[src/pbmc_host_end.sv]
`default_nettype none
`default_nettype wire

[src/pbmc_pkg.sv]
`default_nettype none
package pbmc_pkg;
	// apb map of the controller's own registers
	localparam logic [7:0] REG_CMD    = 8'h00;
	localparam logic [7:0] REG_ADDR   = 8'h04;
	localparam logic [7:0] REG_WDATA  = 8'h08;
	localparam logic [7:0] REG_RDATA  = 8'h0C;
	localparam logic [7:0] REG_STATUS = 8'h10;
	localparam logic [7:0] REG_CFG    = 8'h14;
	localparam logic [7:0] REG_UIDIDX = 8'h18;
	localparam logic [7:0] REG_UIDDAT = 8'h1C;

	// status bit positions
	localparam int ST_ENGINE_BIT = 0;
	localparam int ST_DEVBSY_BIT = 1;
	localparam int ST_IRQ_BIT    = 2;
	localparam int ST_REJ_BIT    = 3;
	localparam int ST_LOCK_BIT   = 4;
	localparam int CFG_LOCK_BIT  = 0;

	// commands written to the command register
	localparam logic [3:0] CMD_NONE   = 4'h0;
	localparam logic [3:0] CMD_READ   = 4'h1;
	localparam logic [3:0] CMD_WRITE  = 4'h2;
	localparam logic [3:0] CMD_NORMAL = 4'h3;
	localparam logic [3:0] CMD_RSTMOD = 4'h4;
	localparam logic [3:0] CMD_SLEEP  = 4'h5;
	localparam logic [3:0] CMD_WAKE   = 4'h6;
	localparam logic [3:0] CMD_UID    = 4'h7;
	localparam logic [3:0] CMD_STICKY_LOCK_BIT  = 4'h8;
	localparam logic [3:0] CMD_HWRST  = 4'h9;

	// device window addresses and mode codes
	localparam logic [12:0] DEV_CTRL_ADDR   = 13'h1000;
	localparam logic [12:0] DEV_CONF_ADDR   = 13'h1002;
	localparam logic [12:0] DEV_NOP_ADDR    = 13'h1004;
	localparam logic [12:0] DEV_OUTCTL_ADDR = 13'h1006;
	localparam logic [12:0] DEV_UID_BASE    = 13'h1100;
	localparam logic [15:0] MODE_RESET      = 16'h0004;
	localparam logic [15:0] MODE_NORMAL     = 16'h0005;
	localparam logic [15:0] MODE_DEEP       = 16'h0006;
	localparam logic [15:0] STICKY_LOCK_BIT_MASK      = 16'h0008;
	localparam int          UID_BYTES       = 16;

	// timing
	localparam int CLK_MHZ     = 200;
	localparam int STROBE_NS   = 80;
	localparam int RESET_INPUT_N_NS    = 1000;
	localparam int WAKE_NS     = 3000;
	localparam int STROBE_CYC  = (STROBE_NS * CLK_MHZ + 999) / 1000;
	localparam int RESET_INPUT_N_CYC   = (RESET_INPUT_N_NS * CLK_MHZ + 999) / 1000;
	localparam int WAKE_CYC    = (WAKE_NS * CLK_MHZ + 999) / 1000;

	typedef enum {
		ST_RST_PULSE,
		ST_BUSY_WAIT,
		ST_IDLE,
		ST_SETUP,
		ST_STROBE,
		ST_RECOVER,
		ST_WAKE_WAIT
	} pbmc_state_e;
endpackage
`default_nettype wire

[src/pbmc_host.sv]
// Contract
// - host inserts the 64-bit key to lift protection, removes it to restore.
// - device holds busy low during download; host waits until busy negates.
// - host writes control then confirmation register to reach Normal first.
// - sequence enters deep_sleep_mode; wakeup_register access plus 3us returns Normal.
// - write is chip select with write strobe, read with output enable, glitch-free.
//
// Decided for this implementation: the register offsets and the APB register port.
`timescale 1ns/100ps
`default_nettype none
module pbmc_host
	import pbmc_pkg::*;
(
	input  wire logic        CLK_I,
	input  wire logic        RST_N_I,
	input  wire logic        PSEL_I,
	input  wire logic        PENABLE_I,
	input  wire logic        PWRITE_I,
	input  wire logic [7:0]  PADDR_I,
	input  wire logic [31:0] PWDATA_I,
	output logic      [31:0] PRDATA_O,
	output logic             PREADY_O,
	output logic             PSLVERR_O,
	output logic      [12:0] DEV_ADDR_O,
	input  wire logic [15:0] DEV_D_I,
	output logic      [15:0] DEV_D_O,
	output logic             DEV_D_OE_O,
	output logic             DEV_CE_N_O,
	output logic             DEV_OE_N_O,
	output logic             DEV_WE_N_O,
	output logic             DEV_RESET_INPUT_N_N_O,
	output logic             DEV_LOCK_N_O,
	input  wire logic        DEV_BUSY_N_I,
	input  wire logic        DEV_IRQ_N_I
);
	////////////////////////////////////////////////////////////////////////////
	// per-step device access: {write, last, addr, data}
	function automatic logic [30:0] step_fn(
		input logic [3:0]  cmd,
		input logic [4:0]  step,
		input logic [12:0] a,
		input logic [15:0] d
	);
		logic [30:0] r;
		r = {1'b0, 1'b1, a, 16'h0000};
		case (cmd)
			CMD_READ:   r = {1'b0, 1'b1, a, 16'h0000};
			CMD_WRITE:  r = {1'b1, 1'b1, a, d}; // key words go out as plain writes
			CMD_NORMAL: r = (step == 5'h00) ? {1'b1, 1'b0, DEV_CTRL_ADDR, MODE_NORMAL}
			                                 : {1'b1, 1'b1, DEV_CONF_ADDR, ~MODE_NORMAL};
			CMD_RSTMOD: r = (step == 5'h00) ? {1'b1, 1'b0, DEV_CTRL_ADDR, MODE_RESET}
			                                 : {1'b1, 1'b1, DEV_CONF_ADDR, ~MODE_RESET};
			CMD_SLEEP:  r = (step == 5'h00) ? {1'b1, 1'b0, DEV_CTRL_ADDR, MODE_DEEP}
			                                 : {1'b1, 1'b1, DEV_CONF_ADDR, ~MODE_DEEP};
			CMD_WAKE:   r = {1'b0, 1'b1, DEV_NOP_ADDR, 16'h0000};
			CMD_UID:    r = {1'b0, (step == 5'(UID_BYTES - 1)), DEV_UID_BASE + 13'(step), 16'h0000};
			CMD_STICKY_LOCK_BIT:  r = {1'b1, 1'b1, DEV_OUTCTL_ADDR, STICKY_LOCK_BIT_MASK};
			default:    r = {1'b0, 1'b1, a, 16'h0000};
		endcase
		return r;
	endfunction

	////////////////////////////////////////////////////////////////////////////
	pbmc_state_e state_q;
	pbmc_state_e state_d;
	logic [9:0]  cnt_q;
	logic [9:0]  cnt_d;
	logic [4:0]  step_q;
	logic [3:0]  cmd_q;
	logic [12:0] addr_q;
	logic [15:0] wdata_q;
	logic [15:0] rdata_q;
	logic        rej_q;
	logic        lock_q;
	logic [3:0]  uid_idx_q;
	logic [7:0]  uid_byte;
	logic [30:0] cur;

	// bus decode
	wire        apb_acc   = PSEL_I & PENABLE_I;
	wire        apb_wr    = apb_acc & PWRITE_I;
	wire        known     = (PADDR_I[1:0] == 2'b00) && (PADDR_I <= REG_UIDDAT);
	wire        engine    = (state_q != ST_IDLE);
	wire        cmd_wr    = apb_wr && known && (PADDR_I == REG_CMD);
	wire [3:0]  cmd_new   = PWDATA_I[3:0];
	wire        cmd_ok    = cmd_wr && !engine && DEV_BUSY_N_I && (cmd_new != CMD_NONE);
	wire        cmd_bad   = cmd_wr && (engine || !DEV_BUSY_N_I);
	wire        rej_clr   = apb_wr && known && (PADDR_I == REG_STATUS) && PWDATA_I[ST_REJ_BIT];
	wire        cnt_done  = (cnt_q == 10'h000);
	wire        cur_wr    = cur[30];
	wire        cur_last  = cur[29];
	wire        strobe_on = (state_q == ST_STROBE);
	wire        uid_we    = strobe_on && cnt_done && (cmd_q == CMD_UID);

	assign cur = step_fn(cmd_q, step_q, addr_q, wdata_q);

	////////////////////////////////////////////////////////////////////////////
	// sequencer: one device cycle is setup, strobe window, recovery
	always_comb
	begin
		state_d = state_q;
		cnt_d   = cnt_done ? 10'h000 : cnt_q - 10'h001;
		case (state_q)
			ST_RST_PULSE:
				if (cnt_done)
					state_d = ST_BUSY_WAIT;
			ST_BUSY_WAIT:
				if (DEV_BUSY_N_I)
					state_d = ST_IDLE;
			ST_IDLE:
				if (cmd_ok && cmd_new == CMD_HWRST)
				begin
					state_d = ST_RST_PULSE;
					cnt_d   = 10'(RESET_INPUT_N_CYC - 1);
				end
				else if (cmd_ok)
					state_d = ST_SETUP;
			ST_SETUP:
			begin
				state_d = ST_STROBE;
				cnt_d   = 10'(STROBE_CYC - 1);
			end
			ST_STROBE:
				if (cnt_done)
					state_d = ST_RECOVER;
			ST_RECOVER:
				if (!cur_last)
					state_d = ST_SETUP;
				else if (cmd_q == CMD_WAKE)
				begin
					state_d = ST_WAKE_WAIT;
					cnt_d   = 10'(WAKE_CYC - 1);
				end
				else
					state_d = ST_IDLE;
			ST_WAKE_WAIT:
				if (cnt_done)
					state_d = ST_IDLE;
			default:
				state_d = ST_IDLE;
		endcase
	end

	// reset pulse comes first so the download runs before any access
	always_ff @(posedge CLK_I or negedge RST_N_I)
	begin
		if (!RST_N_I)
		begin
			state_q <= ST_RST_PULSE;
			cnt_q   <= 10'(RESET_INPUT_N_CYC - 1);
		end
		else
		begin
			state_q <= state_d;
			cnt_q   <= cnt_d;
		end
	end

	// step counter advances after each recovered device cycle
	always_ff @(posedge CLK_I or negedge RST_N_I)
	begin
		if (!RST_N_I)
			step_q <= 5'h00;
		else if (state_q == ST_IDLE)
			step_q <= 5'h00;
		else if (state_q == ST_RECOVER)
			step_q <= step_q + 5'h01;
	end

	////////////////////////////////////////////////////////////////////////////
	// software registers
	always_ff @(posedge CLK_I or negedge RST_N_I)
	begin
		if (!RST_N_I)
		begin
			cmd_q     <= CMD_NONE;
			addr_q    <= 13'h0000;
			wdata_q   <= 16'h0000;
			lock_q    <= 1'b0;
			uid_idx_q <= 4'h0;
		end
		else
		begin
			if (cmd_ok)
				cmd_q <= cmd_new;
			if (apb_wr && PADDR_I == REG_ADDR)
				addr_q <= PWDATA_I[12:0];
			if (apb_wr && PADDR_I == REG_WDATA)
				wdata_q <= PWDATA_I[15:0];
			if (apb_wr && PADDR_I == REG_CFG)
				lock_q <= PWDATA_I[CFG_LOCK_BIT];
			if (apb_wr && PADDR_I == REG_UIDIDX)
				uid_idx_q <= PWDATA_I[3:0];
		end
	end

	// refused command flag; a new refusal beats the clear
	always_ff @(posedge CLK_I or negedge RST_N_I)
	begin
		if (!RST_N_I)
			rej_q <= 1'b0;
		else
			rej_q <= cmd_bad | (rej_q & ~rej_clr);
	end

	// capture read data on the last strobe cycle, while output enable is still low
	always_ff @(posedge CLK_I or negedge RST_N_I)
	begin
		if (!RST_N_I)
			rdata_q <= 16'h0000;
		else if (strobe_on && cnt_done && !cur_wr)
			rdata_q <= DEV_D_I;
	end

	pbmc_mem u_mem (
		.clk_i   (CLK_I),
		.we_i    (uid_we),
		.waddr_i (step_q[3:0]),
		.wdata_i (DEV_D_I[7:0]),
		.raddr_i (uid_idx_q),
		.rdata_o (uid_byte)
	);

	////////////////////////////////////////////////////////////////////////////
	// apb read mux; zero wait states, error on unmapped offsets
	wire [31:0] status_w = {27'h0000000, lock_q, rej_q, ~DEV_IRQ_N_I, ~DEV_BUSY_N_I, engine};
	assign PREADY_O  = 1'b1;
	assign PSLVERR_O = apb_acc & ~known;
	always_comb
	begin
		PRDATA_O = 32'h00000000;
		if (apb_acc && !PWRITE_I && known)
			case (PADDR_I)
				REG_CMD:    PRDATA_O = {28'h0000000, cmd_q};
				REG_ADDR:   PRDATA_O = {19'h00000, addr_q};
				REG_WDATA:  PRDATA_O = {16'h0000, wdata_q};
				REG_RDATA:  PRDATA_O = {16'h0000, rdata_q};
				REG_STATUS: PRDATA_O = status_w;
				REG_CFG:    PRDATA_O = {31'h00000000, lock_q};
				REG_UIDIDX: PRDATA_O = {28'h0000000, uid_idx_q};
				REG_UIDDAT: PRDATA_O = {24'h000000, uid_byte};
				default:    PRDATA_O = 32'h00000000;
			endcase
	end

	////////////////////////////////////////////////////////////////////////////
	// device pins: address and data settle in setup, strobes only in the window
	logic [12:0] dev_addr_q;
	logic [15:0] dev_d_q;
	logic        dev_oe_q;
	logic        ce_n_q;
	logic        oe_n_q;
	logic        we_n_q;
	logic        reset_input_n_n_q;
	wire         strobe_next = (state_d == ST_STROBE) || (state_q == ST_STROBE && !cnt_done);
	// the first step must come from the command being accepted, not from the previous one
	wire  [3:0]  cmd_sel     = (state_q == ST_IDLE) ? cmd_new : cmd_q;
	wire  [4:0]  step_sel    = (state_q == ST_IDLE) ? 5'h00 : step_q + 5'h01;
	wire  [30:0] nxt         = step_fn(cmd_sel, step_sel, addr_q, wdata_q);

	// strobes come from flops so the device sees glitch-free edges
	always_ff @(posedge CLK_I or negedge RST_N_I)
	begin
		if (!RST_N_I)
		begin
			dev_addr_q <= 13'h0000;
			dev_d_q    <= 16'h0000;
			dev_oe_q   <= 1'b0;
			ce_n_q     <= 1'b1;
			oe_n_q     <= 1'b1;
			we_n_q     <= 1'b1;
			reset_input_n_n_q  <= 1'b0;
		end
		else
		begin
			if (state_d == ST_SETUP)
			begin
				dev_addr_q <= nxt[28:16];
				dev_d_q    <= nxt[15:0];
			end
			dev_oe_q  <= (state_d == ST_SETUP) ? nxt[30] : ((state_d == ST_STROBE) && cur_wr);
			ce_n_q    <= ~strobe_next;
			oe_n_q    <= ~(strobe_next && !cur_wr);
			we_n_q    <= ~(strobe_next && cur_wr);
			reset_input_n_n_q <= (state_d != ST_RST_PULSE);
		end
	end

	assign DEV_ADDR_O    = dev_addr_q;
	assign DEV_D_O       = dev_d_q;
	assign DEV_D_OE_O    = dev_oe_q;
	assign DEV_CE_N_O    = ce_n_q;
	assign DEV_OE_N_O    = oe_n_q;
	assign DEV_WE_N_O    = we_n_q;
	assign DEV_RESET_INPUT_N_N_O = reset_input_n_n_q;
	assign DEV_LOCK_N_O  = ~lock_q;
endmodule
`default_nettype wire

[src/pbmc_mem.sv]
`timescale 1ns/100ps
`default_nettype none
module pbmc_mem
	import pbmc_pkg::*;
(
	input  wire logic       clk_i,
	input  wire logic       we_i,
	input  wire logic [3:0] waddr_i,
	input  wire logic [7:0] wdata_i,
	input  wire logic [3:0] raddr_i,
	output logic      [7:0] rdata_o
);
	logic [7:0] mem_q [0:UID_BYTES-1];

	// no reset on the array; readers only see bytes after a serial fetch
	always_ff @(posedge clk_i)
	begin
		if (we_i)
			mem_q[waddr_i] <= wdata_i;
		rdata_o <= mem_q[raddr_i];
	end
endmodule
`default_nettype wire

[config.mk]
export PLATFORM = sky130hd
export DESIGN_NAME = pbmc_host
export DESIGN_NICKNAME = d
export VERILOG_FILES = /design/src/pbmc_host_end.sv /design/src/pbmc_pkg.sv /design/src/pbmc_host.sv /design/src/pbmc_mem.sv
export SDC_FILE = /design/constraint.sdc
export NUM_CORES = 1
export LEC_CHECK = 0
export BUFFER_PORTS_ARGS = -buffer_cell sky130_fd_sc_hd__buf_2
export CAP_MARGIN = 15
export CORE_UTILIZATION = 49
export CTS_CLUSTER_DIAMETER = 100
export DETAILED_ROUTE_END_ITERATION = 12
export GPL_TIMING_DRIVEN = 0
export MAX_ROUTING_LAYER = met4
export PLACE_DENSITY = 0.79
export SLEW_MARGIN = 30
export SYNTH_ARGS = -nofsm -noshare
export SYNTH_HDL_FRONTEND = slang
export SYNTH_SLANG_ARGS = --single-unit
[constraint.sdc]
create_clock -name CLK_I -period 7.7 [get_ports CLK_I]
set_clock_uncertainty 0.2 [all_clocks]
set_input_delay 0.385 -clock CLK_I [delete_from_list [all_inputs] [get_ports CLK_I]]
set_output_delay 0.385 -clock CLK_I [all_outputs]
set_load 0.05 [all_outputs]
==> impl_summary.txt <==
----------------------------------------------------
[Placed design]
  RePlAce Congestion ... roughly 0.93
  DP Wirelength ... 18140 um
  Count of placed standard cells including taps ... approximately 1.3k
  Number of input and output port buffers inserted ... between 90 and 100

[Floorplanning]
  Die area ... about 0.025 mm^2
  Top-Level Pins ... about 130
  Initial standard-cell utilization of the core ... 0.4999
  Width of the chip ... between 150 and 200 um
  Vertical die dimension ... approximately 160 um
  Row count ... 56
  Area of the core ... ~0.023 mm^2

[Critical path]
  Type of the worst setup path ... flop to flop
  Largest fanout of any net on the critical path ... 8
  Data required time of the critical path ... roughly 7.7 ns
  CP arrival ... between 4 and 5 ns
  Crit. End Element ... flop
  Launching element type of the critical path ... flop

[Timing]
  Least-Margin Pin Slew ... between 0.8 and 0.9 ns
  Ratio of final minimum period to clock period ... 0.5285
  Setup violations, final ... 0
  Fin Setup TNS ... 0 ns
  Max Clk Rate ... around 0.25 GHz
  Final min period ... 4.069 ns
  Setup repair after global routing missed its margin ... no
  Endpoints failing hold ... 0
  Number of max-slew violations in the final report ... 0
  Remaining max-slew budget at the tightest pin ... 0.4197

[Clock network]
  CTS hold repair buffers ... 21
  Clock Latency Late Sink ... 0.55 ns
  Maximum number of buffers from clock root to sink ... 3
  # Post-CTS Setup Buffers ... 0
  TritonCTS Buffers ... 29
  # clock sinks ... between 200 and 300
  H-tree levels ... 1
  Cells resized by post-CTS repair ... 0
  Root cell of the clock tree ... clkbuf_16
  TritonCTS clock tree ... done
  Clock transition time at the flip-flop clock pins of the worst setup and hold paths ... 0.06 ns

[Outcome]
  Status ... finished clean

[Synth]
  Largest area contributor in the netlist ... edfxtp_1
  Instance count of the mapped netlist ... between 800 and 900
  Warnings, synthesis ... 0
  Share of synthesized registers carrying an async set or reset ... 0.5000
  Mean instance size in the synthesized netlist ... 14.22 um^2
  Most used flip-flop cell after synthesis ... edfxtp_1
  #FFs+latches synth ... 272
  Number of enable-type register cells in the synthesized netlist ... around 130
  Post-synth top area share ... 0.3275
  Commonest cells post-synth ... 128 x dfrtp_1, 128 x edfxtp_1, 62 x mux2_2
  Netlist Area Pre-Place ... between 0.01 and 0.015 mm^2
  Distinct cell type count of the synthesized netlist ... 64
  Portion of the post-synthesis area used by sequential elements ... 0.6321
  Leading cell types by total area after synthesis ... edfxtp_1 33%, dfrtp_1 27%, mux4_2 7.7%, mux2_2 5.9%, mux2i_1 2.1%

[Run]
  Max-capacitance violation count ... 0

[Power]
  Cell leakage power ... between 5 and 6 nW
  Worst-case vdd ir drop ... ~0.25 mV
  Power per Cell Area ... about 220 mW/mm^2

[Detailed routing]
  Number of violations reported at the end of detailed-routing iteration 0 ... 660
  Vias after detailed routing ... 7595
  Number of design rule violations left after detail routing ... 0
  Detailed-router iteration count before antenna repair ... 7
  Antenna Violating Nets Remaining ... 0
  WL final ... between 20000 and 30000 um
  Wire length per cell after detailed routing ... ~20 um
  Via density per instance ... 5.580

[GRT]
  Congestion Overflow GR ... 0
  Wire length of the first global-routing pass ... between 40000 and 50000 um
  Largest net degree at the start of global routing ... ~80
  Overall global routing resource usage ... 0.2359
  Via count of the first global-routing pass ... between 7k and 8k
  Number of antenna violations at the first check in global routing ... 1

[Hold path]
  Path class of the lowest-slack min-delay path ... input port to flop

[Cells and area]
  Cell Count, Final, Fillers Out ... 1361
  Area growth from synthesis to layout ... 19.78%
  Share of final-layout standard cells stronger than drive strength 1 ... 0.2795
  Number of filler instances in the final layout ... approximately 1.8k
  Fin nets ... roughly 1.1k

----------------------------------------------------
[flip-flops by register name, summed over array words and instances (netlist names)]
register,flops
u_mem.rdata_o,8
addr_q,13
DEV_OE_N_O,1
u_mem.mem_q,128
cmd_q,4
uid_idx_q,4
state_q,32
rej_q,1
lock_q,1
DEV_D_O,16
cnt_q,10
DEV_ADDR_O,13
wdata_q,16
DEV_D_OE_O,1
step_q,5
DEV_RESET_INPUT_N_N_O,1
DEV_CE_N_O,1
rdata_q,16
DEV_WE_N_O,1
[cell usage in the layout, fill, tap and decap left out, types with 5 or more instances in the layout]
cell type / instances
mux4_2: 40
nand3b_1: 6
mux2_2: 62
a22oi_1: 8
buf_4: 17
dfxtp_1: 8
dlygate4sd3_1: 21
dfrtp_1: 128
a31oi_1: 7
conb_1: 46
nand2_1: 45
dfstp_2: 8
xnor2_1: 7
nand3_1: 7
edfxtp_1: 128
inv_1: 32
mux2i_1: 25
nor2b_1: 7
or3b_2: 5
bufinv_16: 5
nor2_1: 52
a21oi_1: 31
a222oi_1: 11
clkbuf_1: 43
nor3_1: 18
and3_1: 6
nand2b_1: 8
buf_2: 98
nor4_1: 12
ha_1: 6
o21ai_0: 16
clkbuf_16: 29
nand4b_1: 5
[cell families (layout without fill, tap and decap cells)]
kind of cell	after synthesis	after routing	synth area share
other	2	47	0.0006400
xor gates and xnor gates	10	10	0.007464
adders and majority gates	6	6	0.006397
and+or+nand+nor	204	204	0.09286
AOI/OAI and AO/OA	111	111	0.06632
DFF	272	272	0.6321
buffers and inverters	93	265	0.03668
muxes	127	127	0.1576
[worst paths after layout]
kind	from	end	slack, ns	depth (start not counted)
max	state_q[20]	u_mem.mem_q[13][0]	3.63	7
min in group asynchronous	RST_N_I	state_q[18]	0.15	2
max in group asynchronous	RST_N_I	rdata_q[2]	6.41	3
max reg2reg	state_q[20]	u_mem.mem_q[13][0]	3.63	7
min	DEV_D_I[6]	u_mem.mem_q[0][6]	0.07	1
min reg2reg	DEV_D_O[2]	DEV_D_O[2]	0.30	1
[metal layers]
layer  wire [um]  vias to the layer above  global-route usage
met1       11070                     3761              0.3005
met3        1919                       65             0.04071
met2       13350                      335              0.3793
met4         936                        0             0.08824
li1            -                     3434                   -
met5           0                        -                   -
[critical path, cell delays in order (launching register included)]
cell and delay [ns]:
dfrtp_1 0.36, nor4_1 0.30, nand4_1 0.40, or2_2 0.41, clkbuf_1 0.21, nor4_1 0.74
nand2_1 0.39, nor2_1 0.69
[final cells by class]
class | count | area, um^2 | share of cell area
tap | 319 | 399.1 | 0.02840
timing repair buffer | 119 | 733.2 | 0.05216
clock buffer | 40 | 797.0 | 0.05670
antenna | 1 | 2.502 | 0.0001780
multi-input combinational | 504 | 4078 | 0.2901
clock inverter | 13 | 197.7 | 0.01406
sequential | 272 | 7417 | 0.5277
buffer | 61 | 311.5 | 0.02216
inverter | 32 | 120.1 | 0.008545
[power by group]
part	switching, mW	internal (mW)	total (mW)	leakage, nW
combinational	0.0774	0.0413	0.119	2.28
clock	0.554	0.890	1.44	0.488
sequential	0.00792	1.54	1.55	2.85
total	0.639	2.47	3.11	5.61
[metrics by stage]
stage	worst slack [ns]	utilization	hold WS [ns]	instance area, um^2	total power [mW]
6_report	3.631	0.5988	0.06568	14060	3.109
5_1_grt	3.132	0.5988	0.05497	14060	3.187
4_1_cts	3.506	0.5985	0.04204	14050	3.126
3_5_place_dp	3.512	0.5471	0.1338	12840	1.684
3_3_place_gp	3.345	0.5447	0.2703	12780	1.678
2_1_floorplan	4.465	-	-0.1106	11900	1.629
No activity file was read; power rests on OpenSTA's default activity.
